===== src/bms_pkg.sv =====
//==============================================================
// Boot mode selection constants and types
//==============================================================
package bms_pkg;

    //==========================================================
    // Timing and addresses
    //==========================================================
    localparam int unsigned   SYNC_FILL_CYCLES  = 5;  // Sync chain settles
    localparam int unsigned   CAN_FILTER_CYCLES = 20; // Least dominant width
    localparam logic [23:0]   USER_START_ADDR   = 24'h00_0000;
    localparam logic [23:0]   ALT_START_ADDR    = 24'h09_0000;
    localparam logic [23:0]   BOOT_ENTRY_ADDR   = 24'h00_0000;
    localparam logic          LINE_IDLE         = 1'h1;

    // Captured pins as {high, low}
    localparam logic [1:0]    PINS_USER         = 2'h3;
    localparam logic [1:0]    PINS_STD_SERIAL   = 2'h2;
    localparam logic [1:0]    PINS_SIG_CHECK    = 2'h1;
    localparam logic [1:0]    PINS_RESERVED     = 2'h0;

    //==========================================================
    // Types
    //==========================================================
    typedef enum logic [2:0]
    {
        ST_WAIT   = 3'h0,
        ST_DECODE = 3'h1,
        ST_SIGCHK = 3'h3,
        ST_KEYRD  = 3'h2,
        ST_SCAN   = 3'h6,
        ST_DONE   = 3'h7
    } bms_state_t;

    typedef struct packed
    {
        logic modeReserved;    // Reserved pin code captured
        logic serialBoot;      // serial_boot_mode active
        logic fetchRedirect;   // Code fetch at zero from boot flash
        logic userFlashActive; // User flash open for read/program
    } bms_cfg_t;

    typedef struct packed
    {
        logic uartSelected;    // UART loading chosen
        logic canSelected;     // CAN loading chosen
    } bms_chan_t;

endpackage : bms_pkg


===== src/bms_boot_mode_select.sv =====
`timescale 1ns/1ps
module bms_boot_mode_select
(
    input  wire logic             clk,               // 40 MHz CPU clock
    input  wire logic             rst,               // reset_input_pin level
    input  wire logic             bootSelectLowPin,  // Boot pin, low
    input  wire logic             bootSelectHighPin, // Boot pin, high
    input  wire logic             uartReceiveLine,   // UART RX pin
    input  wire logic             canReceiveLine,    // CAN RX pin
    input  wire logic             userSigOk,         // User signature good
    input  wire logic             altSigOk,          // Alt signature good
    input  wire logic             keyReadValid,      // Key data returned
    input  wire logic [15:0]      keyReadData,       // User key value
    output bms_pkg::bms_cfg_t     bootCfg,           // Memory map setup
    output bms_pkg::bms_chan_t    chanSel,           // Loader channel
    output logic [23:0]           startAddr,         // Execution start
    output logic                  startValid,        // Start address final
    output logic                  softResetReq,      // One-cycle pulse
    output logic                  keyReadReq,        // One-cycle pulse
    output logic [15:0]           loaderKey          // Key steering loader
);

    //==========================================================
    // Pin synchronisers
    //==========================================================
    logic [3:0]               pinRaw;
    logic                     pinLvl_q  [4]; // One element per loop
    logic [2:0]               pinSync_q [4]; // Unpacked: one writer each
    logic                     uartPrev_q;
    logic                     canPrev_q;

    assign pinRaw = {canReceiveLine, uartReceiveLine,
                     bootSelectHighPin, bootSelectLowPin};

    // Level moves only when stages two and three agree
    genvar gi;
    generate
        for (gi = 0; gi < 4; gi++)
        begin : g_sync
            always_ff @(posedge clk or posedge rst)
            begin
                if (rst)
                begin
                    pinSync_q[gi] <= {3{bms_pkg::LINE_IDLE}};
                    pinLvl_q[gi]  <= bms_pkg::LINE_IDLE;
                end
                else
                begin
                    pinSync_q[gi] <= {pinSync_q[gi][1:0], pinRaw[gi]};
                    if (pinSync_q[gi][1] == pinSync_q[gi][2])
                        pinLvl_q[gi] <= pinSync_q[gi][2];
                end
            end
        end
    endgenerate

    logic uartLvl;
    logic canLvl;
    logic uartStart;
    logic canFall;
    logic canRise;

    assign uartLvl   = pinLvl_q[2];
    assign canLvl    = pinLvl_q[3];
    assign uartStart = uartPrev_q & ~uartLvl;
    assign canFall   = canPrev_q & ~canLvl;
    assign canRise   = ~canPrev_q & canLvl;

    // Previous levels for edge detection
    always_ff @(posedge clk or posedge rst)
    begin
        if (rst)
        begin
            uartPrev_q <= bms_pkg::LINE_IDLE;
            canPrev_q  <= bms_pkg::LINE_IDLE;
        end
        else
        begin
            uartPrev_q <= uartLvl;
            canPrev_q  <= canLvl;
        end
    end

    //==========================================================
    // Glitch filter on CAN receive line
    //==========================================================
    logic [4:0] canLowCnt_q;
    logic       canDominant;
    logic       canWindow_q;

    // Saturating run length of a low CAN line
    always_ff @(posedge clk or posedge rst)
    begin
        if (rst)
            canLowCnt_q <= 5'h00;
        else if (canLvl)
            canLowCnt_q <= 5'h00;
        else if (canLowCnt_q != 5'(bms_pkg::CAN_FILTER_CYCLES))
            canLowCnt_q <= canLowCnt_q + 5'h01;
    end

    // Short pulses never reach the count
    assign canDominant = ~canLvl &&
        (canLowCnt_q == 5'(bms_pkg::CAN_FILTER_CYCLES - 1));

    // Window from CAN fall to next rise; UART must win inside it
    always_ff @(posedge clk or posedge rst)
    begin
        if (rst)
            canWindow_q <= 1'b0;
        else if (canFall)
            canWindow_q <= 1'b1;
        else if (canRise)
            canWindow_q <= 1'b0;
    end

    //==========================================================
    // Boot sequencer
    //==========================================================
    bms_pkg::bms_state_t state_q;
    logic [2:0]          fillCnt_q;
    logic [1:0]          capPins_q;

    // Pins are caught once the chain holds reset-time values;
    // the chain restarts with each reset so the mode is fresh.
    always_ff @(posedge clk or posedge rst)
    begin
        if (rst)
        begin
            state_q      <= bms_pkg::ST_WAIT;
            fillCnt_q    <= 3'h0;
            capPins_q    <= bms_pkg::PINS_USER;
            bootCfg      <= '0;
            chanSel      <= '0;
            startAddr    <= bms_pkg::USER_START_ADDR;
            startValid   <= 1'b0;
            softResetReq <= 1'b0;
            keyReadReq   <= 1'b0;
            loaderKey    <= 16'h0000;
        end
        else
        begin
            softResetReq <= 1'b0;
            keyReadReq   <= 1'b0;
            case (state_q)
                bms_pkg::ST_WAIT:
                begin
                    fillCnt_q <= fillCnt_q + 3'h1;
                    if (fillCnt_q == 3'(bms_pkg::SYNC_FILL_CYCLES))
                    begin
                        capPins_q <= {pinLvl_q[1], pinLvl_q[0]};
                        state_q   <= bms_pkg::ST_DECODE;
                    end
                end
                bms_pkg::ST_DECODE:
                begin
                    bootCfg.modeReserved <=
                        (capPins_q == bms_pkg::PINS_RESERVED);
                    bootCfg.userFlashActive <= 1'b1;
                    if (!capPins_q[0])
                    begin
                        // Serial boot regardless of bus mode
                        bootCfg.serialBoot    <= 1'b1;
                        bootCfg.fetchRedirect <= 1'b1;
                        startAddr <= bms_pkg::BOOT_ENTRY_ADDR;
                        state_q   <= bms_pkg::ST_SCAN;
                    end
                    else if (capPins_q[1])
                    begin
                        startAddr  <= bms_pkg::USER_START_ADDR;
                        startValid <= 1'b1;
                        state_q    <= bms_pkg::ST_DONE;
                    end
                    else
                        state_q <= bms_pkg::ST_SIGCHK;
                end
                bms_pkg::ST_SIGCHK:
                begin
                    if (userSigOk)
                    begin
                        softResetReq <= 1'b1;
                        startAddr    <= bms_pkg::USER_START_ADDR;
                        startValid   <= 1'b1;
                        state_q      <= bms_pkg::ST_DONE;
                    end
                    else if (altSigOk)
                    begin
                        startAddr  <= bms_pkg::ALT_START_ADDR;
                        startValid <= 1'b1;
                        state_q    <= bms_pkg::ST_DONE;
                    end
                    else
                    begin
                        keyReadReq <= 1'b1;
                        state_q    <= bms_pkg::ST_KEYRD;
                    end
                end
                bms_pkg::ST_KEYRD:
                begin
                    if (keyReadValid)
                    begin
                        loaderKey             <= keyReadData;
                        bootCfg.serialBoot    <= 1'b1;
                        bootCfg.fetchRedirect <= 1'b1;
                        startAddr <= bms_pkg::BOOT_ENTRY_ADDR;
                        state_q   <= bms_pkg::ST_SCAN;
                    end
                end
                bms_pkg::ST_SCAN:
                begin
                    // UART is checked first so it wins a tie
                    if (uartStart)
                    begin
                        chanSel.uartSelected <= 1'b1;
                        startValid <= 1'b1;
                        state_q    <= bms_pkg::ST_DONE;
                    end
                    else if (canDominant)
                    begin
                        chanSel.canSelected <= 1'b1;
                        startValid <= 1'b1;
                        state_q    <= bms_pkg::ST_DONE;
                    end
                end
                bms_pkg::ST_DONE:
                    state_q <= bms_pkg::ST_DONE;
                default:
                    state_q <= bms_pkg::ST_WAIT;
            endcase
        end
    end
endmodule : bms_boot_mode_select


===== config.mk =====
export PLATFORM = sky130hd
export DESIGN_NAME = bms_boot_mode_select
export DESIGN_NICKNAME = d
export VERILOG_FILES = /design/src/bms_pkg.sv /design/src/bms_boot_mode_select.sv
export SDC_FILE = /design/constraint.sdc
export NUM_CORES = 1
export LEC_CHECK = 0
export ABC_CLOCK_PERIOD_IN_PS = 2200
export BUFFER_PORTS_ARGS = -buffer_cell sky130_fd_sc_hd__buf_4
export CAP_MARGIN = 0
export CORE_MARGIN = 10
export CORE_UTILIZATION = 50
export DETAILED_ROUTE_END_ITERATION = 6
export GPL_TIMING_DRIVEN = 0
export HOLD_SLACK_MARGIN = 0.15
export PLACE_DENSITY = 0.79
export SLEW_MARGIN = 20
export SYNTH_ARGS = -nofsm -noshare
export SYNTH_HDL_FRONTEND = slang
export SYNTH_SLANG_ARGS = --single-unit

===== constraint.sdc =====
create_clock -name clk -period 2.2 [get_ports clk]
set_input_delay 0.22 -clock clk [delete_from_list [all_inputs] [get_ports clk]]
set_output_delay 0.22 -clock clk [all_outputs]
set_load 0.01 [all_outputs]

==> results.sh, run 1 <==
export IMPL_fillers=339
export IMPL_gp_congestion=0.761
export IMPL_cts_tree="built"
export IMPL_grt_max_degree=33
export IMPL_clockBufferDepth=2
export IMPL_grt_pass1_vias=1576
export IMPL_power_uw=2040
export IMPL_async_reset_ff_share_pct=100
export IMPL_cts_buffers=5
export IMPL_hpwl_mm=3.39
export IMPL_finalWirelength_mm=4.60
export IMPL_vias=1538
export IMPL_die_w_um=88.3
export IMPL_io_pins=74
export IMPL_required_ps=2430
export IMPL_tightest_slew_ps=562
export IMPL_cts_sinks=55
export IMPL_first_pass_iters=6
export IMPL_drc=0
export IMPL_antenna_found_initial=0
export IMPL_synth_seq_cells=55
export IMPL_rows=24
export IMPL_synth_area_um2=2330
export IMPL_cp_max_fo=10
export IMPL_start_util_pct=52.4
export IMPL_setup_slack_ps=461
export IMPL_drt_antenna_violating_nets=0
export IMPL_ys_warnings_count=0
export IMPL_worstPathArrival_ps=1970
export IMPL_drv_cap=0
export IMPL_clk_pin_slew_ps=80
export IMPL_drtIter0Drc=59
export IMPL_max_slew_margin_pct=61.6
export IMPL_setup_violations_final=0
export IMPL_cts_root_buffer="clkbuf_8"
export IMPL_skew_ps=9.45
export IMPL_syn_inst=177
export IMPL_setup_tns_ps=0
export IMPL_peakVddDrop_v=0.000661
export IMPL_nets=305
export IMPL_hold_class="in2reg"
export IMPL_final_core_util_pct=71.4
export IMPL_synth_main_ff_cell="dfrtp_1"
export IMPL_portBuffers=51
export IMPL_grt_use_total_pct=11.7
export IMPL_synth_edff_count=0
export IMPL_endpoint_kind="register"
export IMPL_core_um2=4440
export IMPL_synth_avg_cell_area_um2=13.2
export IMPL_die_y_um=88.3
export IMPL_fin_crit_ps=1740
export IMPL_critPathKind="reg2reg"
export IMPL_pre_cts_slack_ps=686
export IMPL_ys_seq_area_share_pct=60.1
export IMPL_drive_gt1_share_pct=46.2
export IMPL_antenna_cells=0
export IMPL_rsz0062_at_grt="false"
export IMPL_dieArea_um2=7790
export IMPL_postCtsResizedCells=0
export IMPL_grt_pass1_wl_mm=7.29
export IMPL_area_growth_pct=36.2
export IMPL_worst_setup_path_start_kind="register"
export IMPL_p_leak_uw=0.00161
export IMPL_final_hold_viol_count=0
export IMPL_htree_levels=2
export IMPL_clk_insertion_delay_late_ps=300
export IMPL_globalRouteOverflowTotal=0
export IMPL_ys_types=40
export IMPL_period_share_pct=79.0
export IMPL_slew_violations=0
export IMPL_wl_per_cell_um=14.0
export IMPL_power_density_nw_per_um2=643
export IMPL_via_per_inst=4.67
export IMPL_status="complete, no violations"
export IMPL_fmax_mhz=575
-- metal layers --
| layer | wire length [um] | up-vias | track usage [%] |
|---|---|---|---|
| li1 | - | 750 | - |
| met1 | 1820 | 735 | 13.7 |
| met2 | 2400 | 51 | 20.0 |
| met3 | 356 | 2 | 4.23 |
| met4 | 21 | 0 | 3.08 |
| met5 | 0 | - | 0 |
-- layout make-up --
class | count | area, um^2 | area share (%)
inverter | 6 | 22.5 | 0.710
buffer | 29 | 218 | 6.86
clock inverter | 1 | 30.0 | 0.946
timing repair buffer | 71 | 593 | 18.7
tap | 52 | 65.1 | 2.05
multi-input combinational | 108 | 769 | 24.2
sequential | 55 | 1400 | 44.1
clock buffer | 7 | 76.3 | 2.40
-- path summary, 6_finish.rpt --
| path | slack [ps] | cells after the start | start | endpoint |
|---|---|---|---|---|
| setup / recovery | 460 | 4 | state_q[1] | keyReadReq |
| hold / removal | 160 | 2 | keyReadData[5] | loaderKey[5] |
| setup reg to reg | 460 | 4 | state_q[1] | keyReadReq |
| hold reg to reg | 360 | 0 | pinSync_q[6] | pinSync_q[7] |
| max in group asynchronous | 1080 | 4 | rst | pinLvl_q[2] |
| min in group asynchronous | 520 | 3 | rst | startAddr[16] |
-- kinds of logic (layout without fill, tap and decap cells) --
group,after synthesis,count (layout),share of synthesized area [%]
flops,55,55,60.1
simple gates,37,37,9.66
buf+inv,35,114,10.3
compound gates,18,18,5.37
mux,18,18,8.70
fa+ha+maj,8,8,3.86
xor+xnor,5,5,1.88
other cells,1,22,0.161
-- sequential cells by signal, summed over array words and instances (netlist names), 2 cells and up --
name	cells
capPins_q	2
pinLvl_q	2
chanSel	2
bootCfg	3
pinSync_q	12
fillCnt_q	3
canLowCnt_q	5
state_q	3
loaderKey	16
-- stage by stage --
step	hold WS [ps]	cells	area, um^2
after global routing	150	329	3170
after global placement	328	301	2860
final	160	329	3170
after CTS	152	324	3120
after floorplan	224	198	2410
after detailed placement	297	302	2880
-- critical path, stage by stage (launching register included) --
cell	delay [ps]
dfrtp_1	500
buf_2	250
nand2_1	100
nor4_2	240
dlygate4sd3_1	600
-- layout by cell type, fill, tap and decap left out, types with 2 or more instances in the layout --
cell           netlist  final
clkbuf_8             0      5
dfstp_2             19     19
mux2_2              18     18
conb_1               1     22
xnor2_1              2      2
dlygate4sd3_1        0     19
nor3_1               2      2
nor2b_1              3      3
xor2_1               3      3
nand2_1              5      5
inv_1                6      5
dfrtp_1             36     36
ha_1                 4      4
o21ai_0              2      2
clkbuf_1             0      2
nand3b_1             2      2
o21bai_1             2      2
nand2b_1             3      3
buf_6                2      2
and3_1               2      2
a21oi_1              4      4
maj3_1               4      4
buf_4               24     75
o31ai_1              2      2
a21o_1               2      2
buf_2                3      3
nor2_1              10     10
-- where the power goes --
group	leakage (uW)	switching [uW]	internal [uW]
registers	0.000653	41.4	1090
clock network	0.0000524	290	341
logic	0.000900	116	163
total	0.00161	447	1590
-- synthesized netlist by cell type, drive strengths merged, types with 2 or more instances --
cell type  instances  share of area, %
nor3               3               1.1
maj3               4               1.7
nand3b             2              0.64
o31ai              2              0.64
dfstp             19                21
mux2              18               8.7
inv                6              0.97
a21oi              4              0.86
and3               2              0.54
dfrtp             36                39
nor2b              3              0.81
ha                 4               2.1
nand2              5              0.81
a21o               2              0.64
xnor2              2              0.75
o21bai             2              0.64
o21ai              2              0.43
nand2b             3              0.81
xor2               3               1.1
nor2              10               1.6
buf               29               9.3
-- what timing repair did --
item                                    4_1_cts  5_1_grt
setup buffers                                 0        0
hold buffers                                 14        5
endpoints found under the hold margin        26        5
endpoints found under the setup margin        0        0
Note: power is estimated with default switching activity, not from simulation.
==> inputs of run 2 (changes only) <==
- ABC_CLOCK_PERIOD_IN_PS: 2200 -> 1800
- clock period: 2.2 -> 1.8 ns (I/O delays scaled with it)
==> run 2 against run 1 <==
Non-clock buffer count up 4; cell count up 1.2%; utilization up 1.1 points; sequential cell count unchanged; maximum frequency up 7.1%; combinational power up 25%; global-route usage up 0.71 points; power up 23%; register-to-register slack worse by 280 ps; critical endpoint unchanged.
==> results.sh, run 2 (same netlist as run 1, synthesis figures left out) <==
export IMPL_postCtsSetupRepairBufs=0
export IMPL_cts_root_buffer="clkbuf_8"
export IMPL_power_switching_uw=553
export IMPL_critPathKind="reg2reg"
export IMPL_cts_tree="built"
export IMPL_most_common_layout_cells="75 x buf_4, 35 x dfrtp_1, 23 x dlygate4sd3_1"
export IMPL_portBuffers=51
export IMPL_worst_setup_path_start_kind="register"
export IMPL_grt_pass1_vias=1657
export IMPL_required_ps=2030
export IMPL_power_density_nw_per_um2=778
export IMPL_dp_cells=302
export IMPL_vias=1565
export IMPL_p_leak_uw=0.00162
export IMPL_antenna_found_initial=0
export IMPL_slowest_delay_ps=590
export IMPL_largest_reg_flops=16
export IMPL_cpMaxStageDelayCell="dlygate4sd3_1"
export IMPL_regMostFlops="loaderKey"
export IMPL_setup_violations_final=0
export IMPL_clk_insertion_delay_late_ps=300
export IMPL_first_pass_iters=4
export IMPL_final_common_cell="buf_4"
export IMPL_setup_tns_ps=0
export IMPL_clockPowerShare_pct=30.9
export IMPL_peakVddDrop_v=0.000810
export IMPL_max_slew_margin_pct=61.6
export IMPL_post_dp_cell_area_um2=2880
export IMPL_crit_chain="buf_2, nand2_1, nor4_4, dlygate4sd3_1"
export IMPL_nets=309
export IMPL_intPower_uw=1950
export IMPL_via_per_inst=4.70
export IMPL_drv_cap=0
export IMPL_die_w_um=88.3
export IMPL_status="complete, no violations"
export IMPL_drive_gt1_share_pct=45.9
export IMPL_fin_hold_ws_ps=187
export IMPL_globalRouteOverflowTotal=0
export IMPL_fmax_mhz=616
export IMPL_cts_sinks=55
export IMPL_die_y_um=88.3
export IMPL_largestRegisters="loaderKey: 16 flops, pinSync_q: 12 flops, canLowCnt_q: 5 flops"
export IMPL_rsz0062_at_grt="false"
export IMPL_design_area_um2=3220
export IMPL_rows=24
export IMPL_tightest_slew_ps=561
export IMPL_io_pins=74
export IMPL_cts_buffers=5
export IMPL_instances_no_fill=333
export IMPL_cp_max_fo=10
export IMPL_htree_levels=2
export IMPL_pwr_share_seq_pct=55.1
export IMPL_grt_pass1_wl_mm=7.73
export IMPL_skew_ps=13.0
export IMPL_hold_class="in2reg"
export IMPL_endpoint_kind="register"
export IMPL_dieArea_um2=7790
export IMPL_antenna_cells=0
export IMPL_hpwl_mm=3.39
export IMPL_finalWirelength_mm=4.74
export IMPL_final_hold_viol_count=0
export IMPL_drt_antenna_violating_nets=0
export IMPL_area_growth_pct=38.3
export IMPL_start_util_pct=52.4
export IMPL_period_share_pct=90.2
export IMPL_p_comb_share_pct=14.0
export IMPL_drtIter0Drc=100
export IMPL_grt_max_degree=33
export IMPL_swShare_pct=22.1
export IMPL_fin_crit_ps=1620
export IMPL_slew_violations=0
export IMPL_drc=0
export IMPL_gp_congestion=0.761
export IMPL_wl_per_cell_um=14.2
export IMPL_core_um2=4440
export IMPL_grt_use_total_pct=12.4
export IMPL_clk_pin_slew_ps=80
export IMPL_worstPathArrival_ps=1850
export IMPL_fillers=324
export IMPL_clockBufferDepth=2
## run 2: cell count changes in the layout (fill, tap and decap cells not counted), sizes merged
cell,delta
dlygate4sd3,+4
## run 2: path summary, 6_finish.rpt
path                               from       endpoint  slack, ps  depth (start not counted)
hold / removal                userSigOk   softResetReq        190                          2
min in group asynchronous           rst  startAddr[16]        480                          3
max in group asynchronous           rst   pinSync_q[6]        720                          4
setup reg to reg             state_q[1]     keyReadReq        180                          4
setup / recovery             state_q[1]     keyReadReq        180                          4
hold reg to reg            pinSync_q[6]   pinSync_q[7]        360                          0
## run 2: through the flow
| step | utilization (%) | power [uW] | setup slack [ps] |
|---|---|---|---|
| after floorplan | - | 1570 | 309 |
| after global placement | 64.3 | 1700 | -344 |
| after detailed placement | 64.8 | 1720 | 286 |
| after CTS | 72.3 | 2540 | 40.7 |
| after global routing | 72.6 | 2650 | 61.9 |
| final | 72.6 | 2510 | 177 |
## run 2: power by group through the flow
stage / Clock (uW) / Combinational, uW / Sequential, uW
3_5_place_dp: 0 / 311 / 1410
4_1_cts: 802 / 351 / 1380
3_3_place_gp: 0 / 298 / 1400
2_1_floorplan: 0 / 157 / 1410
6_report: 775 / 350 / 1380
5_1_grt: 867 / 384 / 1390
## run 2: critical path: cells and delay by family (launching register included)
kind                   cells  cell delay [ps]
buffers and inverters      2              810
DFF                        1              450
and+or+nand+nor            2              310
## run 2: timing repair
item / in CTS / in global routing
gates resized for setup: 0 / 2
endpoints found under the setup margin: 0 / 1
hold endpoints to repair: 35 / 0
hold buffers: 23 / 0
## run 2: final cells by class
class                   instances  area (um^2)  share of cell area, %
repair buffers                 75          633                   19.6
clock inverters                 1         30.0                  0.931
well taps                      52         65.1                   2.02
flip-flops and latches         55         1400                   43.5
clock buffers                   7         76.3                   2.37
plain buffers                  29          218                   6.75
multi-input cells             108          778                   24.1
inverters                       6         22.5                  0.698
## run 2: layer usage
layer | share of wire [%] | GRT usage (%) | up-vias
met3 | 8.1 | 4.32 | 2
met1 | 39 | 14.5 | 749
met2 | 53 | 21.4 | 54
met4 | 0.44 | 3.23 | 0
met5 | 0 | 0 | -
li1 | - | - | 760
